==> src/include/aor_regs.svh <==
// Register offsets, field positions, reset values and timing counts of the
// accelerometer output, soft reset and interrupt enable register bank.
// Assumes an 8-bit register port addressed by byte offset.
`ifndef AOR_REGS_SVH
`define AOR_REGS_SVH

`define AOR_OFS_OUT_CFG 8'h13
`define AOR_OFS_RST_CMD 8'h14
`define AOR_OFS_RSVD 8'h15
`define AOR_OFS_IRQ_EN0 8'h16
`define AOR_OFS_IRQ_EN1 8'h17
`define AOR_OFS_DATA_X_LSB 8'h02
`define AOR_OFS_DATA_X_MSB 8'h03
`define AOR_OFS_DATA_Y_LSB 8'h04
`define AOR_OFS_DATA_Y_MSB 8'h05
`define AOR_OFS_DATA_Z_LSB 8'h06
`define AOR_OFS_DATA_Z_MSB 8'h07
`define AOR_OFS_EVT_STAT 8'h30
`define AOR_OFS_EVT_MASK 8'h31

`define AOR_BIT_UNFILT_SEL 7
`define AOR_BIT_SHADOW_DIS 6
`define AOR_OUT_CFG_WMASK 8'hc0
`define AOR_EN0_WMASK 8'hf7
`define AOR_EN1_WMASK 8'h7f

`define AOR_RST_OUT_CFG 8'h00
`define AOR_RST_IRQ_EN 8'h00
`define AOR_RST_CODE 8'hb6

`define AOR_EVT_RST_DONE 0
`define AOR_EVT_SAMPLE 1

// Soft reset settle time and its cycle count at 250 MHz (4 ns period)
`define AOR_RST_DELAY_NS 1800
`define AOR_CLK_PERIOD_NS 4
`define AOR_RST_DELAY_CYC ((`AOR_RST_DELAY_NS + `AOR_CLK_PERIOD_NS - 1) / `AOR_CLK_PERIOD_NS)

`endif
==> src/include/aor_pkg.sv <==
// Types shared by the accelerometer register bank and its axis latch.
// Assumes aor_regs.svh supplies the numeric constants.
package aor_pkg;

  typedef enum logic [1:0] {
    AOR_RUN,
    AOR_RST_WAIT,
    AOR_RST_LOAD
  } aor_rst_state_type;

  // Register port request
  typedef struct packed {
    logic [7:0] addr;
    logic [7:0] wdata;
    logic wr;
    logic rd;
  } aor_bus_req_type;

  // Group 0 enables, bit 7 down to bit 0
  typedef struct packed {
    logic flat;
    logic orient;
    logic s_tap;
    logic d_tap;
    logic rsvd;
    logic slope_z;
    logic slope_y;
    logic slope_x;
  } aor_en0_type;

  // Group 1 enables, bit 7 down to bit 0
  typedef struct packed {
    logic rsvd;
    logic fifo_wm;
    logic fifo_full;
    logic data_rdy;
    logic low_g;
    logic high_z;
    logic high_y;
    logic high_x;
  } aor_en1_type;

  // One axis sample
  typedef struct packed {
    logic [7:0] msb;
    logic [7:0] lsb;
  } aor_axis_type;

endpackage

==> src/hdl/aor_axis_latch.sv <==
// One axis output pair with high-byte shadow lock.
// Assumes sample and read strobes come from the same clock domain.
module aor_axis_latch (
  input wire logic sys_clk_in,
  input wire logic srst_in,
  input wire logic sample_vld_in,
  input aor_pkg::aor_axis_type sample_in,
  input wire logic shadow_dis_in,
  input wire logic lsb_rd_in,
  input wire logic msb_rd_in,
  output aor_pkg::aor_axis_type data_out
);
  import aor_pkg::*;

  typedef struct packed {
    aor_axis_type data;
    logic locked;
  } aor_axis_state_type;

  aor_axis_state_type state_r;
  aor_axis_state_type state_nxt;

  // Low byte always follows samples; high byte held while locked
  always_comb begin
    state_nxt = state_r;
    if (sample_vld_in) begin
      state_nxt.data.lsb = sample_in.lsb;
      // A sample landing with the low-byte read must not split the pair
      if ((!state_r.locked && !lsb_rd_in) || shadow_dis_in) begin
        state_nxt.data.msb = sample_in.msb;
      end
    end
    if (msb_rd_in || shadow_dis_in) begin
      state_nxt.locked = 1'b0;
    end else if (lsb_rd_in) begin
      state_nxt.locked = 1'b1;
    end
  end

  always_ff @(posedge sys_clk_in) begin
    if (srst_in) begin
      state_r <= '0;
    end else begin
      state_r <= state_nxt;
    end
  end

  assign data_out = state_r.data;
endmodule

==> src/hdl/aor_reg_bank.sv <==
// Accelerometer register bank: output select, shadow lock, soft reset,
// interrupt engine enables, plus an event status/mask pair for one irq line.
// Assumes the sensor core supplies filtered and unfiltered samples on
// this clock and keeps engines off while their enable bit is clear.
//
// Operation
// - Bit 7 of the output config register picks unfiltered samples when set, filtered when clear.
// - With bit 6 clear, reading an axis low byte freezes that axis high byte; bit 6 set disables it.
// - Reading the frozen high byte releases the lock so new samples update it.
// - Writing 0xb6 to the reset command register starts a soft reset; other values do nothing.
// - After a settle delay the soft reset restores every setting to default or its stored value.
// - The reset command works in every power mode, suspend and low power included.
// - Offset 0x15 is reserved, reads zero and ignores writes.
// - Group 0 bits 7 to 4 enable flat, orientation, single tap and double tap, active high.
// - Group 0 bits 2 to 0 enable slope detection on z, y and x.
// - Group 1 bits 6 to 3 enable FIFO watermark, FIFO full, data ready and low-g.
// - Group 1 bits 2 to 0 enable high-g detection on z, y and x.
//
// The plain strobed port was decided locally.
`include "aor_regs.svh"

module aor_reg_bank #(
  parameter int unsigned RST_DELAY_CYC = `AOR_RST_DELAY_CYC,
  parameter logic [7:0] NVM_OUT_CFG = `AOR_RST_OUT_CFG
) (
  input wire logic sys_clk_in,
  input wire logic srst_in,
  input aor_pkg::aor_bus_req_type bus_req_in,
  output logic [7:0] rdata_out,
  input wire logic sample_vld_in,
  input aor_pkg::aor_axis_type filt_x_in,
  input aor_pkg::aor_axis_type filt_y_in,
  input aor_pkg::aor_axis_type filt_z_in,
  input aor_pkg::aor_axis_type raw_x_in,
  input aor_pkg::aor_axis_type raw_y_in,
  input aor_pkg::aor_axis_type raw_z_in,
  output aor_pkg::aor_en0_type en0_out,
  output aor_pkg::aor_en1_type en1_out,
  output logic core_rst_out,
  output logic irq_out
);
  import aor_pkg::*;

  localparam int unsigned CW = $clog2(RST_DELAY_CYC + 1);

  typedef struct packed {
    logic [7:0] out_cfg;
    aor_en0_type en0;
    aor_en1_type en1;
    logic [1:0] evt_stat;
    logic [1:0] evt_mask;
    aor_rst_state_type rst_state;
    logic [CW-1:0] rst_cnt;
    logic [7:0] rdata;
    logic core_rst;
    logic irq;
  } aor_bank_state_type;

  aor_bank_state_type state_r;
  aor_bank_state_type state_nxt;

  aor_axis_type sel_x;
  aor_axis_type sel_y;
  aor_axis_type sel_z;
  aor_axis_type data_x;
  aor_axis_type data_y;
  aor_axis_type data_z;
  logic wr_cfg;
  logic [1:0] evt_set;

  // Output source select sits ahead of the shadow latches
  assign sel_x = state_r.out_cfg[`AOR_BIT_UNFILT_SEL] ? raw_x_in : filt_x_in;
  assign sel_y = state_r.out_cfg[`AOR_BIT_UNFILT_SEL] ? raw_y_in : filt_y_in;
  assign sel_z = state_r.out_cfg[`AOR_BIT_UNFILT_SEL] ? raw_z_in : filt_z_in;

  aor_axis_latch u_axis_x (
    .sys_clk_in(sys_clk_in),
    .srst_in(srst_in),
    .sample_vld_in(sample_vld_in),
    .sample_in(sel_x),
    .shadow_dis_in(state_r.out_cfg[`AOR_BIT_SHADOW_DIS]),
    .lsb_rd_in(bus_req_in.rd && bus_req_in.addr == `AOR_OFS_DATA_X_LSB),
    .msb_rd_in(bus_req_in.rd && bus_req_in.addr == `AOR_OFS_DATA_X_MSB),
    .data_out(data_x)
  );

  aor_axis_latch u_axis_y (
    .sys_clk_in(sys_clk_in),
    .srst_in(srst_in),
    .sample_vld_in(sample_vld_in),
    .sample_in(sel_y),
    .shadow_dis_in(state_r.out_cfg[`AOR_BIT_SHADOW_DIS]),
    .lsb_rd_in(bus_req_in.rd && bus_req_in.addr == `AOR_OFS_DATA_Y_LSB),
    .msb_rd_in(bus_req_in.rd && bus_req_in.addr == `AOR_OFS_DATA_Y_MSB),
    .data_out(data_y)
  );

  aor_axis_latch u_axis_z (
    .sys_clk_in(sys_clk_in),
    .srst_in(srst_in),
    .sample_vld_in(sample_vld_in),
    .sample_in(sel_z),
    .shadow_dis_in(state_r.out_cfg[`AOR_BIT_SHADOW_DIS]),
    .lsb_rd_in(bus_req_in.rd && bus_req_in.addr == `AOR_OFS_DATA_Z_LSB),
    .msb_rd_in(bus_req_in.rd && bus_req_in.addr == `AOR_OFS_DATA_Z_MSB),
    .data_out(data_z)
  );

  // Config writes are blocked while a soft reset is pending
  assign wr_cfg = bus_req_in.wr && state_r.rst_state == AOR_RUN;

  // All next-state logic of the bank
  always_comb begin
    state_nxt = state_r;
    evt_set = 2'h0;
    state_nxt.core_rst = 1'b0;
    if (wr_cfg) begin
      case (bus_req_in.addr)
        `AOR_OFS_OUT_CFG: begin
          state_nxt.out_cfg = bus_req_in.wdata & `AOR_OUT_CFG_WMASK;
        end
        `AOR_OFS_IRQ_EN0: begin
          state_nxt.en0 = bus_req_in.wdata & `AOR_EN0_WMASK;
        end
        `AOR_OFS_IRQ_EN1: begin
          state_nxt.en1 = bus_req_in.wdata & `AOR_EN1_WMASK;
        end
        `AOR_OFS_EVT_MASK: begin
          state_nxt.evt_mask = bus_req_in.wdata[1:0];
        end
        default: begin
          // Reserved 0x15 and unmapped offsets ignore writes
        end
      endcase
    end
    // Soft reset sequencer; no power-mode gating so it runs in any mode
    case (state_r.rst_state)
      AOR_RUN: begin
        if (bus_req_in.wr && bus_req_in.addr == `AOR_OFS_RST_CMD &&
            bus_req_in.wdata == `AOR_RST_CODE) begin
          state_nxt.rst_state = AOR_RST_WAIT;
          state_nxt.rst_cnt = CW'(RST_DELAY_CYC - 1);
        end
      end
      AOR_RST_WAIT: begin
        if (state_r.rst_cnt == '0) begin
          state_nxt.rst_state = AOR_RST_LOAD;
        end else begin
          state_nxt.rst_cnt = state_r.rst_cnt - 1'b1;
        end
      end
      AOR_RST_LOAD: begin
        // Restore defaults; output config comes from stored image
        state_nxt.out_cfg = NVM_OUT_CFG & `AOR_OUT_CFG_WMASK;
        state_nxt.en0 = `AOR_RST_IRQ_EN;
        state_nxt.en1 = `AOR_RST_IRQ_EN;
        state_nxt.evt_mask = 2'h0;
        state_nxt.core_rst = 1'b1;
        state_nxt.rst_state = AOR_RUN;
        evt_set[`AOR_EVT_RST_DONE] = 1'b1;
      end
      default: begin
        state_nxt.rst_state = AOR_RUN;
      end
    endcase
    evt_set[`AOR_EVT_SAMPLE] = sample_vld_in;
    // Write-one-to-clear, but a same-cycle event keeps its bit
    if (bus_req_in.wr && bus_req_in.addr == `AOR_OFS_EVT_STAT) begin
      state_nxt.evt_stat = state_r.evt_stat & ~bus_req_in.wdata[1:0];
    end
    state_nxt.evt_stat = state_nxt.evt_stat | evt_set;
    state_nxt.irq = |(state_nxt.evt_stat & state_nxt.evt_mask);
    // Read data registered, one cycle after the strobe
    state_nxt.rdata = 8'h00;
    if (bus_req_in.rd) begin
      case (bus_req_in.addr)
        `AOR_OFS_OUT_CFG: state_nxt.rdata = state_r.out_cfg;
        `AOR_OFS_IRQ_EN0: state_nxt.rdata = state_r.en0;
        `AOR_OFS_IRQ_EN1: state_nxt.rdata = state_r.en1;
        `AOR_OFS_DATA_X_LSB: state_nxt.rdata = data_x.lsb;
        `AOR_OFS_DATA_X_MSB: state_nxt.rdata = data_x.msb;
        `AOR_OFS_DATA_Y_LSB: state_nxt.rdata = data_y.lsb;
        `AOR_OFS_DATA_Y_MSB: state_nxt.rdata = data_y.msb;
        `AOR_OFS_DATA_Z_LSB: state_nxt.rdata = data_z.lsb;
        `AOR_OFS_DATA_Z_MSB: state_nxt.rdata = data_z.msb;
        `AOR_OFS_EVT_STAT: state_nxt.rdata = {6'h00, state_r.evt_stat};
        `AOR_OFS_EVT_MASK: state_nxt.rdata = {6'h00, state_r.evt_mask};
        default: state_nxt.rdata = 8'h00; // Write-only, reserved, unmapped
      endcase
    end
  end

  always_ff @(posedge sys_clk_in) begin
    if (srst_in) begin
      state_r <= '0;
      state_r.out_cfg <= `AOR_RST_OUT_CFG;
      state_r.rst_state <= AOR_RUN;
    end else begin
      state_r <= state_nxt;
    end
  end

  // Enables feed the engines straight from flops
  assign en0_out = state_r.en0;
  assign en1_out = state_r.en1;
  assign rdata_out = state_r.rdata;
  assign core_rst_out = state_r.core_rst;
  assign irq_out = state_r.irq;
endmodule

==> config.mk <==
export PLATFORM = sky130hd
export DESIGN_NAME = aor_reg_bank
export DESIGN_NICKNAME = d
export VERILOG_FILES = /design/src/include/aor_pkg.sv /design/src/hdl/aor_axis_latch.sv /design/src/hdl/aor_reg_bank.sv
export VERILOG_INCLUDE_DIRS = /design/src /design/src/include
export SDC_FILE = /design/constraint.sdc
export NUM_CORES = 1
export LEC_CHECK = 0
export BUFFER_PORTS_ARGS = -buffer_cell sky130_fd_sc_hd__buf_2
export CORE_MARGIN = 5
export CORE_UTILIZATION = 39
export CTS_CLUSTER_SIZE = 40
export DETAILED_ROUTE_END_ITERATION = 16
export GPL_TIMING_DRIVEN = 1
export HOLD_SLACK_MARGIN = 0.15
export PLACE_DENSITY_LB_ADDON = 0.3
export RECOVER_POWER = 50
export SLEW_MARGIN = 20
export SYNTH_ARGS = -nofsm -noshare
export SYNTH_HDL_FRONTEND = slang
export SYNTH_SLANG_ARGS = --single-unit
==> constraint.sdc <==
create_clock -name sys_clk_in -period 1.9 [get_ports sys_clk_in]
set_input_delay 0.19 -clock sys_clk_in [delete_from_list [all_inputs] [get_ports sys_clk_in]]
set_output_delay 0.19 -clock sys_clk_in [all_outputs]
set_load 0.05 [all_outputs]
# == Word level (Yosys, flattened, before mapping) ==
# Cells that the tools add are included.
# word_totals
output_inout_bits,26
input_bits,117
register_bits,92
# op_classes
n_addsub,1
eq_ne,18
n_mux,14
reduce_logical,42
bitwise,5
# ops
cell,count
$pmux W8 S11,1
$mux W16,3
$eq A8 B3 Y1 const B,4
$eq A8 B5 Y1 const B,4
$pmux W9 S2,1
$eq A8 B2 Y1 const B,2
$eq A8 B6 Y1 const B,2
$reduce_and A2 Y1,7
$logic_and A1 B1 Y1,13
$reduce_or A2 Y1,6
$mux W11,1
$mux W2,5
$logic_not A9 Y1,1
$mux W9,1
$sub A9 B1 Y9 const B,1
$eq A8 B8 Y1 const B,1
$logic_not A1 Y1,6
$logic_or A1 B1 Y1,6
$and A2 B2 Y2,2
$ne A2 B2 Y1 const B,2
$pmux W2 S2,1
$reduce_and A3 Y1,1
$eq A2 B1 Y1 const B,1
$eq A2 B2 Y1 const B,1
7 further kinds,7

# == Depth between registers and ports, before layout ==
# Gate-level depths: netlist of the first run.
# logic_depth
word_depth,6
ltp_mapped,7
depth_no_buf,6

# == Cells and area by module ==
# Synthesis of the first run repeated with hierarchy kept, for this count alone.
# unflattened
cells_unflattened,602
hier_area_um2,5748.0
# by_module_without_submodules
module,area_per_inst_um2,cells_each,n_inst,seq_area_each_um2
aor_reg_bank,3266.9,359,1,820.8
aor_axis_latch,827.0,81,3,340.3

# == Worst setup path before layout of the first run ==
# Ideal clock, no wire load.
# synth_timing
path_type,register to register
start,register state_r[10] in the netlist's numbering
end,register state_r[17] in the netlist's numbering
synth_period_minus_slack_ns,2.028
required_time_ns,1.782
path_stages_with_launch,7
n_path_buf,0
setup_slack_ns,-0.128
t_arrival_ns,1.911
cell_sequence,dfxtp_1 > inv_1 > ha_1 > or4b_4 > o41a_1 > a21o_1 > o2111a_1
# synth_via
elab_chain_len,3
word_cells_on_any_way,6
cone_classes,add/sub: 1; eq/ne: 1; mux: 2; reduce/logical: 2
# synth_rtl
item,line_no,source
from (decl),aor_reg_bank.sv:59,aor_bank_state_type state_r;
from (signal assigned),aor_reg_bank.sv:199,state_r <= state_nxt;
$sub A9 B1 Y9 or $logic_not A9 Y1 (tied branches),"aor_reg_bank.sv:149, aor_reg_bank.sv:146",
$mux W9 or $ne A2 B2 Y1 (tied branches),-,
$pmux W9 S2 or $reduce_and A3 Y1 (tied branches),-,
# Several ways; a longest one is shown, not always the timed one. The select of a mux whose other input is x is not followed.
# A chain may end at the register's enable or synchronous reset.

# == Worst setup path after layout of the first run ==
# layout_timing
start,register state_r[10] in the netlist's numbering
end,register state_r[13] in the netlist's numbering
# Same word-level chain as after synthesis.

==> results of run 1 <==
-- where the power goes --
group | internal (mW) | switching [mW]
clock network | 1.02 | 0.751
logic | 0.254 | 0.271
registers | 2.00 | 0.0415
-- sequential cells by signal, summed over array words and instances (netlist names) --
signal	cells
irq_out	1
core_rst_out	1
rdata_out	8
u_axis_y.data_out	16
u_axis_z.state_r	1
u_axis_x.state_r	1
u_axis_x.data_out	16
u_axis_z.data_out	16
en1_out	7
u_axis_y.state_r	1
en0_out	7
state_r	17
-- critical path, cell delays in order, from the launching register on --
cell and delay (ps):
dfxtp_2 320, inv_2 60, ha_4 120, or4b_4 450, o41a_1 410, a21o_4 240, a311oi_1 240
-- routing by layer --
metal | routed length (um) | up-vias
met5 | 0 | -
met4 | 364 | 0
met3 | 843 | 30
met2 | 6740 | 149
met1 | 5860 | 2080
li1 | - | 2249
-- through the flow --
step | util | setup WS (ps) | hold slack [ps]
3_3_place_gp | 0.463 | -9.72 | 461
2_1_floorplan | - | -27.2 | 337
3_5_place_dp | 0.463 | -92.9 | 467
6_report | 0.494 | -40.3 | 168
4_1_cts | 0.495 | -43.2 | 156
5_1_grt | 0.494 | -118 | 177
-- cell type report --
| cell class | instances | area [um^2] | area share |
|---|---|---|---|
| repair buffers | 187 | 1060 | 0.172 |
| clock inverters | 6 | 63.8 | 0.0104 |
| flip-flops and latches | 92 | 1840 | 0.299 |
| well taps | 172 | 215 | 0.0349 |
| clock buffers | 10 | 229 | 0.0372 |
| multi-input cells | 375 | 2730 | 0.442 |
| inverters | 7 | 26.3 | 0.00426 |
-- cell families after synthesis --
| kind of cell | count (synthesis) |
|---|---|
| flops | 92 |
| buf+inv | 71 |
| other cells | 1 |
| mux | 79 |
| simple gates | 185 |
| compound gates | 108 |
| fa+ha+maj | 1 |
-- cell usage after synthesis (all sizes together) (5+ instances only) --
master,number,area share
a211oi,44,0.067
a21oi,30,0.031
and3,23,0.030
and4,5,0.0089
buf,41,0.055
clkbuf,23,0.018
dfxtp,92,0.38
inv,7,0.0054
mux2i,68,0.14
mux4,8,0.037
nand2,15,0.011
nand2b,6,0.0077
nand3,12,0.012
nand4,8,0.010
nor2,57,0.044
nor3,30,0.031
nor4,7,0.013
o21ai,6,0.0061
-- worst max-delay path by stage --
| stage | startpoint | endpoint | slack [ps] | depth (start not counted) |
|---|---|---|---|---|
| 6_report | state_r[10] | state_r[13] | -40 | 6 |
| 4_1_cts | state_r[10] | state_r[17] | -40 | 6 |
| 3_3_place_gp | state_r[11] | state_r[17] | -10 | 6 |
| 2_1_floorplan | state_r[11] | state_r[17] | -30 | 6 |
| 5_1_grt | state_r[10] | state_r[15] | -120 | 6 |
| 3_5_place_dp | state_r[11] | state_r[15] | -90 | 6 |
-- repair_timing --
| item | in CTS | in global routing |
|---|---|---|
| setup endpoints to repair | 6 | 10 |
| setup buffers | 4 | 1 |
| pin swaps | 0 | 2 |
| resized for setup | 0 | 9 |
| endpoints found under the hold margin | 11 | 0 |
| hold buffers | 7 | 0 |
==> results.py, run 1 <==
metrics = {
    "global_routing": {
        "gr-max-usage-layer": "met2",
        "grtUsageMet2": 0.312,
        "grt-ovfl-total": 0,
        "antenna_found_initial": 0,
        "use_met3": 0.0432,
        "grt_pass1_vias": 4555,
        "grt_max_degree": 52,
        "grt_util_met1": 0.241,
        "track_usage": 0.189,
        "grt_pass1_wl_mm": 22.3,
    },
    "run_status": {
        "violations": "negative setup slack",
        "status": "complete, but fails checks",
    },
    "synthesis": {
        "synthXorXnorAreaFrac": 0,
        "ys_seq_elements": 92,
        "synth_cells": 537,
        "ys_warn_count": 0,
        "synth_top_family_by_area": "simple AND/OR/NAND/NOR gates",
        "synth.distinct_cells": 61,
        "synthesis.area_um2": 4900,
        "ys_async_sr_fraction": 0,
        "synth.area.mux_share": 0.183,
        "synth_compound_area_frac": 0.153,
        "synth.avg_cell_area_um2": 9.12,
        "synthSimpleGateAreaFrac": 0.206,
        "ys_seq_area_frac": 0.376,
        "synthAdderAreaFrac": 0.00256,
        "synth-edff-count": 0,
        "ys.flop_type": "dfxtp_1",
    },
    "layout": {
        "layout_commonest_cell": "buf_2",
        "final_area_um2": 6160,
        "final_cells": 849,
        "drive_gt1_frac": 0.300,
        "syn_to_final_growth_pct": 25.8,
        "fillers": 1224,
        "final_cell_mix": "115 x buf_2, 90 x dfxtp_1, 68 x mux2i_1, 56 x nor2_1, 43 x a211oi_1",
        "antenna_cells": 0,
        "final_nets": 790,
    },
    "timing": {
        "slew_violations": 0,
        "hold_viol": 0,
        "setup_viol": 4,
        "tightestPinTransition_ps": 1000,
        "fin_setup_tns_ps": -135,
        "min_period_ps": 1940,
        "rsz0062_at_grt": "yes",
        "setup_slack_ps": -40.3,
        "period_share": 1.02,
        "finClkSkew_ps": 6.29,
        "slew_headroom": 0.330,
        "timing.fmax_mhz": 515,
    },
    "floorplanning": {
        "fp.dieH_um": 122,
        "dieArea_um2": 14900,
        "initial_core_util": 0.393,
        "core_area_um2": 12500,
        "ios": 143,
        "die_w_um": 122,
        "rows": 41,
    },
    "clock_tree": {
        "cts_buffer_depth": 2,
        "cts.sinks": 92,
        "clk_pin_slew_worst_paths_ps": 60,
        "cts_tree": "built",
        "cts_buffers": 9,
        "insertion_delay_ps": 340,
        "h-tree-depth": 3,
        "clock-root-buffer": "clkbuf_16",
    },
    "run": {
        "maxCapViolCount": 0,
    },
    "critical_path": {
        "crit_type": "reg2reg",
        "cp.arrival_ps": 2190,
        "rr_startpoint": "state_r[10]",
        "start_kind": "flip-flop",
        "worst_setup_path_end_kind": "flip-flop",
        "r2r_slack_ps": -40,
        "crit_required_ps": 2150,
        "ff2ff_path_depth": 6,
        "r2r_end": "state_r[13]",
        "crit_fanout": 5,
    },
    "detailed_routing": {
        "num_vias": 4508,
        "drt_pass1_iterations": 5,
        "wl_per_cell_um": 16.3,
        "routed_wl_mm": 13.8,
        "vias_per_cell": 5.31,
        "drtAntennaViolNets": 0,
        "drt-initial-drc-count": 333,
        "drc": 0,
    },
    "worst_hold_path": {
        "worstHoldEndpoint": "en0_out[1]",
        "hp-class": "in2reg",
        "min_from": "bus_req_in[3]",
        "holdPathStages": 3,
    },
    "place": {
        "gp_congestion": 0.856,
        "port_buffers": 140,
        "hpwl_mm": 10.5,
        "dp.cells": 821,
        "dpl_cell_area_um2": 5770,
    },
    "power": {
        "p_per_area_nw_per_um2": 704,
        "power.total_mw": 4.34,
        "ir_drop_uv": 374,
        "p_leak_nw": 2.38,
    },
}
(Power assumes the default switching activity.)
==> inputs of run 2 (changes only) <==
Clock period 1.9 ns to 1.8 ns, I/O delays scaled along.
==> run 2 against run 1 <==
The run still ends with negative setup slack left. Maximum frequency decreased by 1.8%. Via count decreased by 0.53%. Clock power increased by 18%. Critical path depth unchanged. Utilization increased by 0.67 points. Global-route usage decreased by 0.38 points. Critical endpoint is now state_r[15]. Highest routed layer unchanged.
==> results.py, run 2 (synthesis results as in run 1) <==
metrics = {
    "place": {
        "port_buffers": 140,
        "hpwl_mm": 10.7,
        "gp_congestion": 0.854,
    },
    "timing": {
        "min_period_ps": 1980,
        "setup_viol": 10,
        "whs_ps": 161,
        "setup_slack_ps": -177,
        "rsz0062_at_grt": "yes",
        "period_share": 1.10,
        "tightestPinTransition_ps": 1010,
        "slew_headroom": 0.323,
        "hold_viol": 0,
        "finClkSkew_ps": 6.75,
        "slew_violations": 0,
        "timing.fmax_mhz": 506,
    },
    "global_routing": {
        "grt-ovfl-total": 0,
        "grtUsageMet2": 0.312,
        "grt_pass1_vias": 4579,
        "grt_util_met1": 0.244,
        "gr-max-usage-layer": "met2",
        "grt_max_degree": 49,
        "use_met3": 0.0279,
        "track_usage": 0.186,
        "antenna_found_initial": 0,
        "grt_pass1_wl_mm": 22.2,
    },
    "floorplanning": {
        "core_area_um2": 12500,
        "initial_core_util": 0.393,
        "ios": 143,
        "fp.dieH_um": 122,
        "rows": 41,
        "dieArea_um2": 14900,
        "die_w_um": 122,
    },
    "layout": {
        "antenna_cells": 0,
        "regMostFlops": "state_r",
        "fillers": 1191,
        "regArea_um2": 1840,
        "final_nets": 799,
        "largest_reg_flops": 17,
        "syn_to_final_growth_pct": 27.5,
        "final_cell_mix": "116 x buf_2, 90 x dfxtp_1, 68 x mux2i_1, 56 x nor2_1, 45 x buf_4",
        "multi_input_area_um2": 2720,
        "final_util": 0.501,
        "drive_gt1_frac": 0.309,
        "layout_commonest_cell": "buf_2",
    },
    "detailed_routing": {
        "vias_per_cell": 5.23,
        "drc": 0,
        "drt_pass1_iterations": 4,
        "wl_per_cell_um": 16.0,
        "drtAntennaViolNets": 0,
        "routed_wl_mm": 13.7,
        "drt-initial-drc-count": 381,
        "num_vias": 4484,
    },
    "critical_path": {
        "crit_required_ps": 2040,
        "cp.arrival_ps": 2220,
        "crit_path_top_delay_cell": "or4b_4",
        "crit_fanout": 5,
        "crit_type": "reg2reg",
        "crit_chain": "inv_2 -> ha_4 -> or4b_4 -> o41a_1 -> a21o_1 -> a311oi_1",
        "worstSetupStartpoint": "state_r[11]",
        "rr_startpoint": "state_r[11]",
        "start_kind": "flip-flop",
        "worst_setup_path_end_kind": "flip-flop",
        "crit_buf_inv": 1,
        "critPathMaxStageDelay_ps": 460,
        "path_delay_family": "compound AO/OA/AOI/OAI gates",
    },
    "clock_tree": {
        "clock-root-buffer": "clkbuf_16",
        "h-tree-depth": 3,
        "cts_buffers": 9,
        "clk_pin_slew_worst_paths_ps": 70,
        "cts_tree": "built",
        "insertion_delay_ps": 340,
        "cts.sinks": 92,
        "cts_buffer_depth": 2,
    },
    "worst_hold_path": {
        "hp-class": "in2reg",
        "min_from": "bus_req_in[2]",
    },
    "power": {
        "power.total_mw": 4.80,
        "p_leak_nw": 2.45,
        "ir_drop_uv": 489,
        "p_per_area_nw_per_um2": 768,
    },
    "run_status": {
        "status": "complete, but fails checks",
        "violations": "negative setup slack",
    },
    "run": {
        "maxCapViolCount": 0,
    },
}
-- run 2: repair_timing --
action	4_1_cts	5_1_grt
buffers inserted	2	0
resized for setup	5	2
endpoints found under the hold margin	11	0
hold buffers	7	0
pin swaps	2	4
endpoints found under the setup margin	10	14
-- run 2: per-stage QoR --
| stage | setup WS [ps] | setup TNS, ps | instances | instance area [um^2] |
|---|---|---|---|---|
| after detailed placement | -188 | -2030 | 833 | 5860 |
| after floorplan | -126 | -695 | 538 | 4910 |
| after CTS | -181 | -1200 | 858 | 6300 |
| final | -177 | -969 | 858 | 6240 |
| after global placement | -124 | -834 | 833 | 5860 |
| after global routing | -223 | -2590 | 858 | 6240 |
-- run 2: worst min-delay path, stage by stage --
cell and delay [ps]:
buf_2 140, nand3_1 70, a21oi_1 60
-- run 2: per-layer routing --
metal,vias to the layer above,wire length (um)
li1,2277,-
met1,2054,5960
met2,132,6680
met3,21,799
met4,0,282
met5,-,0
-- run 2: cell type report --
type                    count  share of cell area
clock buffers               9              0.0361
clock inverters             7              0.0166
inverters                   7             0.00421
multi-input cells         375               0.435
flip-flops and latches     92               0.295
well taps                 172              0.0345
repair buffers            196               0.178
-- run 2: worst paths after layout --
kind                     endpoint  slack [ps]  cells after the start
min                    en0_out[0]         160                      3
min reg2reg  u_axis_x.data_out[0]         490                      2
max                   state_r[15]        -180                      6
max reg2reg           state_r[15]        -180                      6
-- run 2: power breakdown --
group	switching (mW)	internal (mW)
registers	0.0429	2.11
clock network	0.835	1.24
logic	0.289	0.276
total	1.17	3.63
